==> config.mk <==
export PLATFORM = sky130hd
export DESIGN_NAME = boot_diag_status
export DESIGN_NICKNAME = d
export VERILOG_FILES = /design/src/rtl/boot_diag_pkg.sv /design/src/rtl/boot_progress_track.sv /design/src/rtl/boot_diag_status.sv
export SDC_FILE = /design/constraint.sdc
export NUM_CORES = 1
export LEC_CHECK = 0
export BUFFER_PORTS_ARGS = -buffer_cell sky130_fd_sc_hd__buf_2
export CORE_MARGIN = 3
export CORE_UTILIZATION = 57
export CTS_BUF_LIST = sky130_fd_sc_hd__clkbuf_8
export CTS_CLUSTER_DIAMETER = 80
export DETAILED_ROUTE_END_ITERATION = 10
export HOLD_SLACK_MARGIN = 0.12
export MAX_ROUTING_LAYER = met4
export PLACE_DENSITY = 0.89
export SETUP_SLACK_MARGIN = 0.2
export SLEW_MARGIN = 20
export SYNTH_ARGS = -nofsm -noshare
export SYNTH_HDL_FRONTEND = slang
export SYNTH_HIERARCHICAL = 1
export SYNTH_SLANG_ARGS = --single-unit
==> constraint.sdc <==
create_clock -name CLK -period 4 [get_ports CLK]
set_input_delay 0.6 -clock CLK [delete_from_list [all_inputs] [get_ports CLK]]
set_output_delay 0.6 -clock CLK [all_outputs]
set_load 0.03 [all_outputs]
==> src/rtl/boot_diag_pkg.sv <==
// Package: register map, field positions, reset values and loader event carrier
package boot_diag_pkg;

  // ----------------------------------------------------------------
  // Register map (byte addresses)
  // ----------------------------------------------------------------
  localparam int ADDR_W = 18;
  localparam logic [17:0] CFG_VIEW_OFS = 18'h1D3B0;
  localparam logic [17:0] PROG_VIEW_OFS = 18'h1D3B8;

  // ----------------------------------------------------------------
  // Field positions (bit 0 of the map is the word's LSB)
  // ----------------------------------------------------------------
  localparam int PAIRS_MSB = 31;
  localparam int PAIRS_LSB = 16;
  localparam int BADDR_MSB = 15;
  localparam int BADDR_LSB = 0;
  localparam int IN_PROGRESS_BIT = 31;
  localparam int DISABLED_BIT = 30;
  localparam int TWO_BYTE_BIT = 29;
  localparam int PAGE_STEP_BIT = 28;
  localparam int DEV_ADDR_MSB = 6;
  localparam int DEV_ADDR_LSB = 0;

  // ----------------------------------------------------------------
  // Reset values and constants
  // ----------------------------------------------------------------
  localparam logic [15:0] PAIRS_RST = 16'h0000;
  localparam logic [15:0] BADDR_RST = 16'h0000;
  localparam logic [6:0] DEV_ADDR_RST = 7'h00;
  localparam logic [15:0] CHAIN_ALIGN_MASK = 16'hFFF8;
  localparam logic [31:0] UNMAPPED_DATA = 32'h0000_0000;

  // Events and levels from the boot loader, all on CLK
  typedef struct packed {
    logic count_load;        // first two bytes of an EEPROM are in
    logic [7:0] count_hi;    // first byte fetched
    logic [7:0] count_lo;    // second byte fetched
    logic pair_done;         // one address/data pair fetched
    logic byte_ok;           // one byte read from the EEPROM
    logic chain;             // chain operation: new EEPROM selected
    logic [15:0] chain_addr; // address value of the boot control register
    logic in_progress;
    logic disabled;
    logic two_byte;
    logic page_step_en;
    logic dev_addr_load;
    logic [6:0] dev_addr;
    logic page_step;         // page boundary crossed
  } loader_evt_t;

endpackage

==> src/rtl/boot_progress_track.sv <==
// Pair counter and peripheral byte address tracker
`timescale 1ns/1ns
`default_nettype none
module boot_progress_track (
  input wire logic clk,
  input wire logic rst_n,
  input wire boot_diag_pkg::loader_evt_t evt,
  output logic [15:0] pairs_remaining_q,
  output logic [15:0] byte_addr_q
);

  logic [15:0] pairs_remaining_d;
  logic [15:0] byte_addr_d;

  always_comb begin
    pairs_remaining_d = pairs_remaining_q;
    if (evt.count_load) begin
      pairs_remaining_d = {evt.count_hi, evt.count_lo};
    end else if (evt.pair_done && pairs_remaining_q != 16'h0000) begin
      pairs_remaining_d = pairs_remaining_q - 16'h0001;
    end
  end

  always_comb begin
    byte_addr_d = byte_addr_q;
    // A chain realigns the address, so it wins over a byte in the same cycle
    if (evt.chain) begin
      byte_addr_d = evt.chain_addr & boot_diag_pkg::CHAIN_ALIGN_MASK;
    end else if (evt.byte_ok) begin
      byte_addr_d = byte_addr_q + 16'h0001;
    end
  end

  always_ff @(posedge clk or negedge rst_n) begin
    if (!rst_n) begin
      pairs_remaining_q <= boot_diag_pkg::PAIRS_RST;
      byte_addr_q <= boot_diag_pkg::BADDR_RST;
    end else begin
      pairs_remaining_q <= pairs_remaining_d;
      byte_addr_q <= byte_addr_d;
    end
  end

  // ----------------------------------------------------------------
  // Checks
  // ----------------------------------------------------------------
  pair_load_a: assert property (@(posedge clk) disable iff (!rst_n)
    evt.count_load |=> pairs_remaining_q == {$past(evt.count_hi), $past(evt.count_lo)})
    else $error("pair counter not loaded from first two bytes");

  pair_decrement_a: assert property (@(posedge clk) disable iff (!rst_n)
    (evt.pair_done && !evt.count_load && pairs_remaining_q != 16'h0000)
    |=> pairs_remaining_q == $past(pairs_remaining_q) - 16'h0001)
    else $error("pair counter did not count down by one");

  chain_align_a: assert property (@(posedge clk) disable iff (!rst_n)
    evt.chain |=> byte_addr_q == {$past(evt.chain_addr[15:3]), 3'h0})
    else $error("byte address not loaded aligned on chain");

  byte_step_a: assert property (@(posedge clk) disable iff (!rst_n)
    (evt.byte_ok && !evt.chain) |=> byte_addr_q == $past(byte_addr_q) + 16'h0001)
    else $error("byte address did not advance by one");

endmodule
`default_nettype wire

==> src/rtl/boot_diag_status.sv <==
// Boot loader diagnostic status views behind an Avalon-MM slave
//
// Added by the designer: the Avalon-MM register port.
`timescale 1ns/1ns
`default_nettype none
module boot_diag_status (
  input wire logic CLK,
  input wire logic RST_N,
  input wire logic [17:0] ADDRESS,
  input wire logic READ,
  input wire logic WRITE,
  input wire logic [31:0] WRITEDATA,
  output logic [31:0] READDATA,
  output logic WAITREQUEST,
  input wire boot_diag_pkg::loader_evt_t LOADER
);

  // ----------------------------------------------------------------
  // Progress tracking
  // ----------------------------------------------------------------
  logic [15:0] pairs_remaining;
  logic [15:0] byte_addr;

  boot_progress_track u_track (
    .clk(CLK),
    .rst_n(RST_N),
    .evt(LOADER),
    .pairs_remaining_q(pairs_remaining),
    .byte_addr_q(byte_addr)
  );

  // ----------------------------------------------------------------
  // Configuration view state
  // ----------------------------------------------------------------
  logic load_in_progress_q, load_in_progress_d;
  logic load_disabled_q, load_disabled_d;
  logic eeprom_addr_two_byte_q, eeprom_addr_two_byte_d;
  logic page_step_enable_q, page_step_enable_d;
  logic [6:0] dev_addr_q, dev_addr_d;

  always_comb begin
    load_in_progress_d = LOADER.in_progress;
    load_disabled_d = LOADER.disabled;
    // A disabled load has no EEPROM, so the size reads as one byte
    eeprom_addr_two_byte_d = LOADER.two_byte && !LOADER.disabled;
    page_step_enable_d = LOADER.page_step_en;
    dev_addr_d = dev_addr_q;
    if (LOADER.dev_addr_load) begin
      dev_addr_d = LOADER.dev_addr;
    end else if (LOADER.page_step && LOADER.page_step_en) begin
      dev_addr_d = dev_addr_q + 7'h01;
    end
  end

  // Disable and size have no defined reset value; they are cleared anyway
  always_ff @(posedge CLK or negedge RST_N) begin
    if (!RST_N) begin
      load_in_progress_q <= 1'b0;
      load_disabled_q <= 1'b0;
      eeprom_addr_two_byte_q <= 1'b0;
      page_step_enable_q <= 1'b0;
      dev_addr_q <= boot_diag_pkg::DEV_ADDR_RST;
    end else begin
      load_in_progress_q <= load_in_progress_d;
      load_disabled_q <= load_disabled_d;
      eeprom_addr_two_byte_q <= eeprom_addr_two_byte_d;
      page_step_enable_q <= page_step_enable_d;
      dev_addr_q <= dev_addr_d;
    end
  end

  // ----------------------------------------------------------------
  // Register views
  // ----------------------------------------------------------------
  function automatic logic [31:0] read_mux(input logic [17:0] addr,
                                           input logic [31:0] cfg,
                                           input logic [31:0] prog);
    read_mux = boot_diag_pkg::UNMAPPED_DATA;
    if (addr == boot_diag_pkg::CFG_VIEW_OFS) begin
      read_mux = cfg;
    end else if (addr == boot_diag_pkg::PROG_VIEW_OFS) begin
      read_mux = prog;
    end
  endfunction

  logic [31:0] cfg_word;
  logic [31:0] prog_word;

  always_comb begin
    cfg_word = 32'h0000_0000;
    cfg_word[boot_diag_pkg::IN_PROGRESS_BIT] = load_in_progress_q;
    cfg_word[boot_diag_pkg::DISABLED_BIT] = load_disabled_q;
    cfg_word[boot_diag_pkg::TWO_BYTE_BIT] = eeprom_addr_two_byte_q;
    cfg_word[boot_diag_pkg::PAGE_STEP_BIT] = page_step_enable_q;
    cfg_word[boot_diag_pkg::DEV_ADDR_MSB:boot_diag_pkg::DEV_ADDR_LSB] = dev_addr_q;
    prog_word = 32'h0000_0000;
    prog_word[boot_diag_pkg::PAIRS_MSB:boot_diag_pkg::PAIRS_LSB] = pairs_remaining;
    prog_word[boot_diag_pkg::BADDR_MSB:boot_diag_pkg::BADDR_LSB] = byte_addr;
  end

  // ----------------------------------------------------------------
  // Avalon-MM slave
  // ----------------------------------------------------------------
  // Every access waits one cycle so that read data come from a flop.
  // Writes are answered but change nothing: both views are read only.
  logic ack_q, ack_d;
  logic wait_q, wait_d;
  logic [31:0] rdata_q, rdata_d;
  logic [31:0] unused_wdata;

  always_comb begin
    unused_wdata = WRITEDATA;
    ack_d = (READ || WRITE) && !ack_q;
    wait_d = !ack_d;
    rdata_d = rdata_q;
    if (ack_d && READ) begin
      rdata_d = read_mux(ADDRESS, cfg_word, prog_word);
    end
  end

  always_ff @(posedge CLK or negedge RST_N) begin
    if (!RST_N) begin
      ack_q <= 1'b0;
      wait_q <= 1'b1;
      rdata_q <= 32'h0000_0000;
    end else begin
      ack_q <= ack_d;
      wait_q <= wait_d;
      rdata_q <= rdata_d;
    end
  end

  assign READDATA = rdata_q;
  assign WAITREQUEST = wait_q;

  // ----------------------------------------------------------------
  // Checks
  // ----------------------------------------------------------------
  progress_view_read_a: assert property (@(posedge CLK) disable iff (!RST_N)
    (READ && !ack_q && ADDRESS == boot_diag_pkg::PROG_VIEW_OFS)
    |=> !WAITREQUEST && READDATA == {$past(pairs_remaining), $past(byte_addr)})
    else $error("progress view read data wrong");

  access_answer_a: assert property (@(posedge CLK) disable iff (!RST_N)
    (READ || WRITE) && WAITREQUEST |=> !WAITREQUEST)
    else $error("access not answered in one cycle");

  // Read data are launched at the edge that takes the request, so they are
  // compared with the views as they stood at that edge
  cfg_view_read_a: assert property (@(posedge CLK) disable iff (!RST_N)
    (READ && !ack_q && ADDRESS == boot_diag_pkg::CFG_VIEW_OFS)
    |=> READDATA == {$past(load_in_progress_q), $past(load_disabled_q), $past(eeprom_addr_two_byte_q),
                     $past(page_step_enable_q), 21'h000000, $past(dev_addr_q)})
    else $error("config view read data wrong");

  unmapped_read_a: assert property (@(posedge CLK) disable iff (!RST_N)
    (READ && !ack_q && ADDRESS != boot_diag_pkg::CFG_VIEW_OFS && ADDRESS != boot_diag_pkg::PROG_VIEW_OFS)
    |=> READDATA == boot_diag_pkg::UNMAPPED_DATA)
    else $error("unmapped read not zero");

  read_hold_a: assert property (@(posedge CLK) disable iff (!RST_N)
    !(READ && !ack_q) |=> $stable(READDATA))
    else $error("read data changed without a read");

  idle_wait_a: assert property (@(posedge CLK) disable iff (!RST_N)
    (!READ && !WRITE) |=> WAITREQUEST)
    else $error("wait released without a request");

  answer_once_a: assert property (@(posedge CLK) disable iff (!RST_N)
    !WAITREQUEST |=> WAITREQUEST)
    else $error("wait released for more than one cycle");

  in_progress_view_a: assert property (@(posedge CLK) disable iff (!RST_N)
    LOADER.in_progress |=> load_in_progress_q)
    else $error("load in progress not shown");

  disabled_view_a: assert property (@(posedge CLK) disable iff (!RST_N)
    load_disabled_q == $past(LOADER.disabled))
    else $error("load disabled not shown");

  size_forced_a: assert property (@(posedge CLK) disable iff (!RST_N)
    load_disabled_q |-> !eeprom_addr_two_byte_q)
    else $error("two-byte size shown while disabled");

  page_step_a: assert property (@(posedge CLK) disable iff (!RST_N)
    (LOADER.page_step && LOADER.page_step_en && !LOADER.dev_addr_load)
    |=> dev_addr_q == $past(dev_addr_q) + 7'h01)
    else $error("device address did not step");

  no_step_a: assert property (@(posedge CLK) disable iff (!RST_N)
    (!LOADER.page_step_en && !LOADER.dev_addr_load) |=> $stable(dev_addr_q))
    else $error("device address moved without page step");

  dev_addr_hold_a: assert property (@(posedge CLK) disable iff (!RST_N)
    (LOADER.page_step_en && !LOADER.page_step && !LOADER.dev_addr_load) |=> $stable(dev_addr_q))
    else $error("device address moved between page steps");

  dev_addr_load_a: assert property (@(posedge CLK) disable iff (!RST_N)
    LOADER.dev_addr_load |=> dev_addr_q == $past(LOADER.dev_addr))
    else $error("device address not loaded");

  page_enable_view_a: assert property (@(posedge CLK) disable iff (!RST_N)
    page_step_enable_q == $past(LOADER.page_step_en))
    else $error("page step enable not shown");

  size_shown_a: assert property (@(posedge CLK) disable iff (!RST_N)
    (LOADER.two_byte && !LOADER.disabled) |=> eeprom_addr_two_byte_q)
    else $error("two-byte size not shown");

  size_clear_a: assert property (@(posedge CLK) disable iff (!RST_N)
    !LOADER.two_byte |=> !eeprom_addr_two_byte_q)
    else $error("two-byte size shown without request");

  // Views lag the loader by one edge; a level already high as reset lifts shows a cycle late
  idle_view_a: assert property (@(posedge CLK) disable iff (!RST_N)
    !LOADER.in_progress |=> !load_in_progress_q)
    else $error("load in progress shown while idle");

endmodule
`default_nettype wire

; ---- Word level (Yosys, flattened, before mapping)
; Cells that the tools add are included.
[totals]
ff_bits = 77
output_inout_bits = 33
elab_cells = 36
[classes]
add_sub_neg = 3
eq_ne = 2
mux = 8
reduce_logical = 13
[op_table]
columns = cell, n
row1 = 2-to-1 mux 16 bit, 4
row2 = 2-to-1 mux 32 bit, 2
row3 = equality test 18 x 17 -> 1 bit (second input constant), 2
row4 = adder 16 x 1 -> 16 bit (second input constant), 1
row5 = nonzero test 16 bit, 1
row6 = subtractor 16 x 1 -> 16 bit (second input constant), 1
row7 = 2-to-1 mux 7 bit, 2
row8 = adder 7 x 1 -> 7 bit (second input constant), 1
row9 = nonzero test 2 bit, 3
row10 = logical AND 1 bit, 5
row11 = zero test 1 bit, 3
row12 = logical OR 1 bit, 1

; ---- Depth between registers and ports, before layout
; Gate-level depths: netlist (run 1).
[depth]
ltp_word = 4
ltp_mapped = 6
depth_no_buf = 6

; ---- Hierarchy
; The synthesis (run 1) kept the hierarchy.
[by_module_without_submodules]
columns = mod, n_inst, cells_per_inst, area_each_um2, seq_area_each_um2
row1 = boot_diag_status, 1, 200, 2203.4, 1127.3
row2 = boot_progress_track, 1, 213, 1883.1, 800.8

; ---- Least setup slack after synthesis (run 1)
; No wires, ideal clock.
[synth_path]
path_type = input to register
from = input LOADER[31] in the netlist's numbering
to = register u_track.pairs_remaining_q[15]
setup_time_ns = 0.082
arrival_ns = 2.155
t_required_ns = 3.918
slack_ns = 1.763
stages = 5
cell_sequence = or4b_4 > or3_1 > buf_2 > or4_1 > a31oi_1
[synth_via]
elab_chain_len = 2
[synth_rtl]
columns = element, line_no
row1 = from (decl), boot_diag_status.sv:15  ; input wire boot_diag_pkg::loader_evt_t LOADER
row2 = logical AND 1 bit, boot_progress_track.sv:19  ; end else if (evt.pair_done && pairs_remaining_q != 16'h0000) begin
row3 = nonzero test 2 bit (no source line), --
row4 = to (signal assigned), boot_progress_track.sv:36  ; pairs_remaining_q <= boot_diag_pkg::PAIRS_RST;
row5 = to (signal assigned), boot_progress_track.sv:39  ; pairs_remaining_q <= pairs_remaining_d;
row6 = to (decl), boot_progress_track.sv:8  ; output logic [15:0] pairs_remaining_q,
; No other way between the ends.
; A chain may end at the register's enable or synchronous reset.

; ---- Worst setup path after layout (run 1)
[layout_path]
from = register u_track.pairs_remaining_q[4]
to = register u_track.pairs_remaining_q[15]
[layout_via]
elab_chain_len = 3
word_cells_on_any_way = 6
[layout_rtl]
columns = element, line_no
row1 = subtractor 16 x 1 -> 16 bit or nonzero test 16 bit (tied branches), "boot_progress_track.sv:20, boot_progress_track.sv:19"
row2 = 2-to-1 mux 16 bit or logical AND 1 bit (tied branches), boot_progress_track.sv:19
row3 = 2-to-1 mux 16 bit or nonzero test 2 bit (tied branches), --
; Parallel ways exist; a longest one is shown, timed or not. The select of a mux whose other input is x is not followed.

==> metrics.md, run 1 <==
| Metric | Value |
|---|---|
| Status | completed |
| PortBufs | 100 |
| Syn nets | 519 |
| GRT Total Usage | between 20% and 30% |
| Fin. Hold Viols | 0 |
| Reg2reg setup slack | approximately 1.6 ns |
| RSZ-0062 raised after global routing | no |
| Final Critical Period | ~2.4 ns |
| Cell Area, Synth | 4090 µm² |
| Crit. Startpoint | u_track/pairs_remaining_q[4] |
| Skew-Pair Late Insertion Delay | between 0.3 and 0.4 ns |
| Min Hold Slack | ~0.37 ns |
| Clock Pin Slew Worst Setup and Hold Paths | approximately 0.08 ns |
| Power, Total | approximately 1.7 mW |
| Die Span Y | between 90 and 100 µm |
| First-pass GRT wire length | 15900 µm |
| Worst-margin pin slew | ~1.0 ns |
| Clock root buffer | clkbuf_8 |
| Hold Path Origin | LOADER[12] |
| IO Pins | around 140 |
| Synthesized area per cell | roughly 9.9 µm² |
| Static Leakage | 2.22 nW |
| Final cycle utilization of the critical path | about three fifths |
| FFs w/ async S/R, synth | 100% |
| GPL Wtd Cong | just under 0.9 |
| Resized Gates After CTS | 0 |
| Commonest non-fill, non-tap cells in the layout | buf_2, nand2_1, dfrtp_1, o31ai_2, nor2_1 |
| Pre-antenna DRT Iters | 6 |
| R2R cell count | 4 |
| Endpoints failing setup | 0 |
| Clock Skew | 0.0115 ns |
| Setup CP Type | reg -> reg |
| Die X | about 90 µm |
| Max-slew violations | 0 |
| Routed Antenna Nets | 0 |
| Vias in the first global route | roughly 3400 |
| Placed Cells incl. Taps | ~600 |
| Hold Path Class | in -> reg |
| H-tree depth | 3 |
| Post-route insts no fill | roughly 600 |
| Setup crit start kind | flip-flop |
| FMAX | just over 400 MHz |
| Worst slack at placement | around 1.4 ns |
| Crit-path max FO | 12 |
| Ant diodes | 0 |
| Most common cell after layout, fill and taps aside | buf_2 |
| Initial antenna violation count | 0 |
| GR Overflow Total | 0 |
| Effective utilization at floorplan | about three fifths |
| Seq cells post-synth | between 70 and 80 |
| Number of synthesized flops with an enable pin | 0 |
| Worst setup EP type | flip-flop |
| WL/cell | about 16 µm |
| Core footprint | a little under 7000 µm² |
| DR vias | around 3600 |
| Max-cap violations | 0 |
| Avg Vias per Cell | approximately 5.9 |
| Longest Clk Path Bufs | 2 |
| CTS tree | done |
| CP required | ~4.3 ns |
| Pwr Density | approximately 350 nW/µm² |
| Worst Setup Slack, final | around 1.6 ns |
| Post-CTS Setup Repair Bufs | 0 |
| Post-synthesis cell type count | 56 |
| DP Wirelength | roughly 6700 µm |
| Critical Path AT | roughly 2.7 ns |
| CTS Buf Count | 9 |
| VDD IR max | around 0.18 mV |
| CTS Sinks | 77 |
| Die footprint | 8220 µm² |
| Share of cells above drive strength 1 | between 30 and 40% |
| WL final | between 9000 and 10000 µm |
| Sum Neg Setup Slack | 0 ns |
| Synth-to-Final Area Change | 17.2% |
| Yosys warning count | 6 |
| Largest net degree at the start of global routing | just under 80 |
| Worst slew margin | 31.0% |
| FF-to-FF Start | u_track/pairs_remaining_q[4] |
| Post-CTS Hold Buffers | 0 |
| DRC | 0 |
| Critical Path End | u_track/pairs_remaining_q[15] |
| FP Rows | 30 |
| Drt initial violations | roughly 270 |
| Top FF cell, synth | dfrtp_1 |
| Reg-to-reg endpoint | u_track/pairs_remaining_q[15] |
| Mapped Cells | 413 |
| Sequential share of the synthesized area | 47.2% |
| Final nets | between 600 and 700 |
[critical path, cell delays in order (launching register included)]
cell and delay (ns):
dfrtp_1 0.46, or3_1 0.55, or3_1 0.56, or4_1 0.57
a31oi_1 0.21
[cell type report]
cell class	instances	area (µm²)
fill	545	2080
multi-input combinational	303	2010
sequential	77	1930
timing repair buffer	101	510
clock buffer	10	138
tap	96	120
clock inverter	6	55.1
inverter	9	33.8
[sequential cells by signal, summed over array words and instances, names as in the netlist]
register,cells
page_step_enable_q,1
load_disabled_q,1
eeprom_addr_two_byte_q,1
ack_q,1
u_track/pairs_remaining_q,16
WAITREQUEST,1
READDATA,32
dev_addr_q,7
load_in_progress_q,1
u_track/byte_addr_q,16
[report_power, final]
group	internal (mW)	switching, mW	leakage (nW)
clock	0.299	0.275	0.105
sequential	0.820	0.0539	0.982
combinational	0.0867	0.118	1.13
[how the worst min path moves through the flow]
stage,slack [ns],depth (start not counted),to
floorplan,0.30,0,READDATA[0]
global placement,0.44,1,ack_q
detailed placement,0.44,1,ack_q
CTS,0.35,1,load_in_progress_q
global route,0.36,1,load_in_progress_q
finish,0.37,1,load_in_progress_q
[metal layers]
metal	vias to the layer above	GRT usage (%)	wire length [µm]
met5	-	-	0
met4	0	8.93	114
met3	15	4.25	602
met2	134	38.4	4710
met1	1736	32.1	4190
li1	1684	-	-
[metrics by stage]
stage / cell area, µm² / util (%)
after floorplan: 4090 / -
after global placement: 4600 / 66.9
after detailed placement: 4600 / 66.9
after CTS: 4790 / 69.7
after global routing: 4790 / 69.7
final: 4790 / 69.7
[logic make-up after synthesis]
family / synth area share (%)
and+or+nand+nor: 21.8
xor gates and xnor gates: 2.57
AOI/OAI and AO/OA: 20.3
buffers and inverters: 3.80
DFF: 47.2
muxes: 3.43
adders and majority gates: 0.919
[cells in the mapped netlist (all sizes together) (3+ instances only)]
cell     count  area (µm²)
a31oi        5        31.3
xnor2        3        26.3
nand2       81         304
ha           3        37.5
clkbuf      14        52.6
a21oi        9        45.0
nor4         6        37.5
mux2i       14         140
dfrtp       76        1900
or3          8        52.6
o31a         6        52.6
o21ai       22         110
o211ai       3        22.5
o31ai       33         398
nand4        5        37.5
nor2        23        86.3
nor3         5        25.0
nand3       18        95.1
buf          9        60.1
inv          9        33.8
xor2         9        78.8
nand2b       5        31.3
or4          9        68.8
a2bb2oi      4        35.0
Power figures use the tool's default switching activity.
==> run 2, diff against run 1 <==
--- a/config.mk
+++ b/config.mk
@@ -5,15 +5,16 @@
 export SDC_FILE = /design/constraint.sdc
 export NUM_CORES = 1
 export LEC_CHECK = 0
+export ABC_AREA = 1
 export BUFFER_PORTS_ARGS = -buffer_cell sky130_fd_sc_hd__buf_2
 export CORE_MARGIN = 3
-export CORE_UTILIZATION = 57
+export CORE_UTILIZATION = 48
 export CTS_BUF_LIST = sky130_fd_sc_hd__clkbuf_8
 export CTS_CLUSTER_DIAMETER = 80
 export DETAILED_ROUTE_END_ITERATION = 10
 export HOLD_SLACK_MARGIN = 0.12
 export MAX_ROUTING_LAYER = met4
-export PLACE_DENSITY = 0.89
+export PLACE_DENSITY = 0.79
 export SETUP_SLACK_MARGIN = 0.2
 export SLEW_MARGIN = 20
 export SYNTH_ARGS = -nofsm -noshare
==> constraint.sdc (replaced) <==
create_clock -name CLK -period 2 [get_ports CLK]
set_input_delay 0.3 -clock CLK [delete_from_list [all_inputs] [get_ports CLK]]
set_output_delay 0.3 -clock CLK [all_outputs]
set_load 0.03 [all_outputs]
==> metrics.md, run 2 <==
| Metric | Value |
|---|---|
| Sequential Power Share | 50.2% (-2.7 points) |
| Sequential share of the synthesized area | 45.9% (-1.3 points) |
| Pwr Density | 702 nW/µm² (+100%) |
| Static Leakage | 2.60 nW (+17%) |
| Met3 Track Usage GR | 3.02% (-1.2 points) |
| WL final | 10400 µm (+8.0%) |
| GPL Wtd Cong | 0.872 (-1.6%) |
| Critical Path AT | 1.89 ns (-0.80 ns) |
| Most common cell after layout, fill and taps aside | nand2_1 |
| Most frequent cell after synthesis | nand2_1 |
| GR Util met2 | 34.1% (-4.3 points) |
| Worst setup EP type | flip-flop |
| Setup CP Type | reg -> reg |
| VDD IR max | 0.294 mV (+64%) |
| Min Hold Slack | 0.149 ns (-0.221 ns) |
| Max-cap violations | 0 (unchanged) |
| CP required | 2.24 ns (-2.01 ns) |
| RSZ-0062 raised after global routing | no |
| Largest net degree at the start of global routing | 36 (-54%) |
| Setup crit start kind | flip-flop |
| First-pass GRT wire length | 17400 µm (+9.9%) |
| Net Sw Frac | 29.2% (+2.1 points) |
| Die Span Y | 99.6 µm (+9.8%) |
| Synth-to-Final Area Change | 20.2% |
| CP max stage cell | dfrtp_1 |
| Number of synthesized flops with an enable pin | 0 (unchanged) |
| Synthesized area per cell | 7.57 µm² (-23%) |
| Die X | 99.6 µm (+9.8%) |
| Top FF cell, synth | dfrtp_1 |
| Skew-Pair Late Insertion Delay | 0.35 ns (about the same) |
| IO Pins | 136 (unchanged) |
| Clock Skew | 0.0118 ns (+0.000327 ns) |
| Status | completed |
| Final nets | 766 (+26%) |
| Largest stage delay, worst path | 0.41 ns (-0.16 ns) |
| Crit. Startpoint | u_track/pairs_remaining_q[0] |
| Layout Utilization | 60.6% (-9.2 points) |
| Worst-margin pin slew | 1.07 ns (+0.0347 ns) |
| Internal power | 2.51 mW (+110%) |
| CTS Sinks | 77 (unchanged) |
| Post-synthesis cell type count | 34 (-39%) |
| Sum Neg Setup Slack | 0 ns (unchanged) |
| Worst Setup Slack, final | 0.348 ns (-1.21 ns) |
| Share of cells above drive strength 1 | 22.1% (-8.7 points) |
| FP Rows | 33 (+10%) |
| Final Critical Period | 1.65 ns (-0.789 ns) |
| GR met1 Demand/Resource | 30.4% (-1.8 points) |
| WL/cell | 13.5 µm (-16%) |
| Yosys warning count | 6 (unchanged) |
| Longest Clk Path Bufs | 2 (unchanged) |
| Fin. Hold Viols | 0 (unchanged) |
| Avg Vias per Cell | 5.21 (-12%) |
| FF-to-FF Start | u_track/pairs_remaining_q[0] |
| DR vias | 4015 (+12%) |
| Ranking of synthesized cells by area | dfrtp_1, nand2_1, nor2_1, nand4_1, nand3_1 |
| Pre-antenna DRT Iters | 6 (unchanged) |
| Clock power frac | 34.7% (about the same) |
| DRC | 0 (unchanged) |
| Worst-path cell chain | inv_2 -> ha_2 -> nand2_2 -> nor2_4 -> nand2_2 -> nand2_4 -> nor2_2 -> buf_4 -> nand2_1 -> nand3_1 |
| FMAX | 605 MHz (+48%) |
| CTS tree | done |
| Seq cells post-synth | 77 (unchanged) |
| Synth top area share | 45.2% (-1.3 points) |
| Worst slack at placement | 0.287 ns (-1.15 ns) |
| Syn nets | 661 (+27%) |
| Endpoints failing setup | 0 (unchanged) |
| Max FFs per register | 32 (unchanged) |
| Crit-path max FO | 7 (-5) |
| Vias in the first global route | 3727 (+11%) |
| H-tree depth | 3 (unchanged) |
| Final cycle utilization of the critical path | 82.6% (+22 points) |
| Drt initial violations | 165 (-38%) |
| Post-CTS Setup Repair Bufs | 0 (unchanged) |
| DP Wirelength | 7680 µm (+14%) |
| Mapped Cells | 555 (+34%) |
| Routed Antenna Nets | 0 (unchanged) |
| Die footprint | 9920 µm² (+21%) |
| Clock Pin Slew Worst Setup and Hold Paths | 0.08 ns (about the same) |
| Combinational fraction of design power | 15.1% (+2.7 points) |
| Core footprint | 8340 µm² (+21%) |
| Post-synth top cells | nand2_1, dfrtp_1, nor2_1, inv_1, nand3_1 |
| GRT Total Usage | 22.3% (-2.2 points) |
| Clock root buffer | clkbuf_8 |
| Worst slew margin | 28.5% (-2.5 points) |
| Net switching power | 1.04 mW (+130%) |
| Commonest non-fill, non-tap cells in the layout | nand2_1, buf_2, dfrtp_1, nor2_1 |
| CTS Buf Count | 9 (unchanged) |
| Max-slew violations | 0 (unchanged) |
| Hold Path Origin | LOADER[10] |
| GR Overflow Total | 0 (unchanged) |
| Effective utilization at floorplan | 50.4% (-9.1 points) |
| Cell Area, Synth | 4200 µm² (+2.9%) |
| PortBufs | 100 (unchanged) |
| Initial antenna violation count | 0 (unchanged) |
| Area leader, netlist | dfrtp_1 |
| Critical path's most frequent cell | nand2_2 |
| Ant diodes | 0 (unchanged) |
| Hold Path Class | in -> reg |
| FFs w/ async S/R, synth | 100% (unchanged) |
| Grt peak-use layer | met2 |
## run 2: cell types whose count changed after synthesis, moves of 9 or more
| cell | before | now |
|---|---|---|
| clkbuf_1 | 14 | 5 |
| nand3_1 | 17 | 32 |
| inv_1 | 9 | 33 |
| o31ai_2 | 30 | 0 |
| mux2i_1 | 14 | 0 |
| nand2_1 | 81 | 207 |
| nor2_1 | 23 | 53 |
| nand4_1 | 4 | 26 |
| o21ai_1 | 0 | 23 |
## run 2: final timing paths
| path | end | slack (ns) | cells after the start |
|---|---|---|---|
| max reg2reg | u_track/pairs_remaining_q[5] | 0.35 | 10 |
| min | eeprom_addr_two_byte_q | 0.15 | 3 |
| max | u_track/pairs_remaining_q[5] | 0.35 | 10 |
| max in group asynchronous | u_track/byte_addr_q[12] | 1.00 | 3 |
| min in group asynchronous | u_track/pairs_remaining_q[7] | 0.44 | 2 |
| min reg2reg | ack_q | 0.46 | 1 |
## run 2: metrics by stage
step                total power [mW]  instance area (µm²)  cells
floorplan                       2.13                 4200    555
global placement                2.31                 4800    750
detailed placement              2.34                 4800    750
CTS                             3.57                 5050    770
global route                    3.73                 5050    770
finish                          3.55                 5050    770
## run 2: metal layers
layer	wire [µm]	up-vias	part of all wire, %
li1	-	2013	-
met1	4720	1832	45
met2	4940	151	48
met5	0	-	0
met4	189	0	1.8
met3	539	19	5.2
## run 2: timing repair
| item | CTS | global route |
|---|---|---|
| hold buffers | 4 | 0 |
| endpoints found under the hold margin | 36 | 0 |
| endpoints found under the setup margin | 0 | 9 |
| resized for setup | 0 | 2 |
## run 2: final cells by class
cell class / instances / area, µm²
flip-flops and latches: 77 / 1930
inverters: 36 / 136
clock inverters: 5 / 58.8
well taps: 105 / 131
fillers: 759 / 3290
multi-input cells: 422 / 2020
clock buffers: 11 / 151
repair buffers: 114 / 631
## run 2: power groups by stage
stage	registers [mW]	logic, mW	clock network, mW
6_report	1.78	0.537	1.23
5_1_grt	1.80	0.617	1.31
4_1_cts	1.78	0.538	1.25
3_5_place_dp	1.81	0.528	0
3_3_place_gp	1.80	0.508	0
2_1_floorplan	1.78	0.353	0
## run 2: logic make-up after synthesis
group                      after synthesis  share of synthesized area (%)
AOI/OAI and AO/OA                       63                           8.66
xor gates and xnor gates                20                           4.17
adders and majority gates                3                          0.893
buffers and inverters                   56                           6.22
DFF                                     77                           45.9
and+or+nand+nor                        336                           34.2
## run 2: worst max-delay path: cells and delay by family (launching register included)
family,cells,cell delay (ns)
buf+inv,2,0.27
flops,1,0.41
simple gates,7,0.65
fa+ha+maj,1,0.21
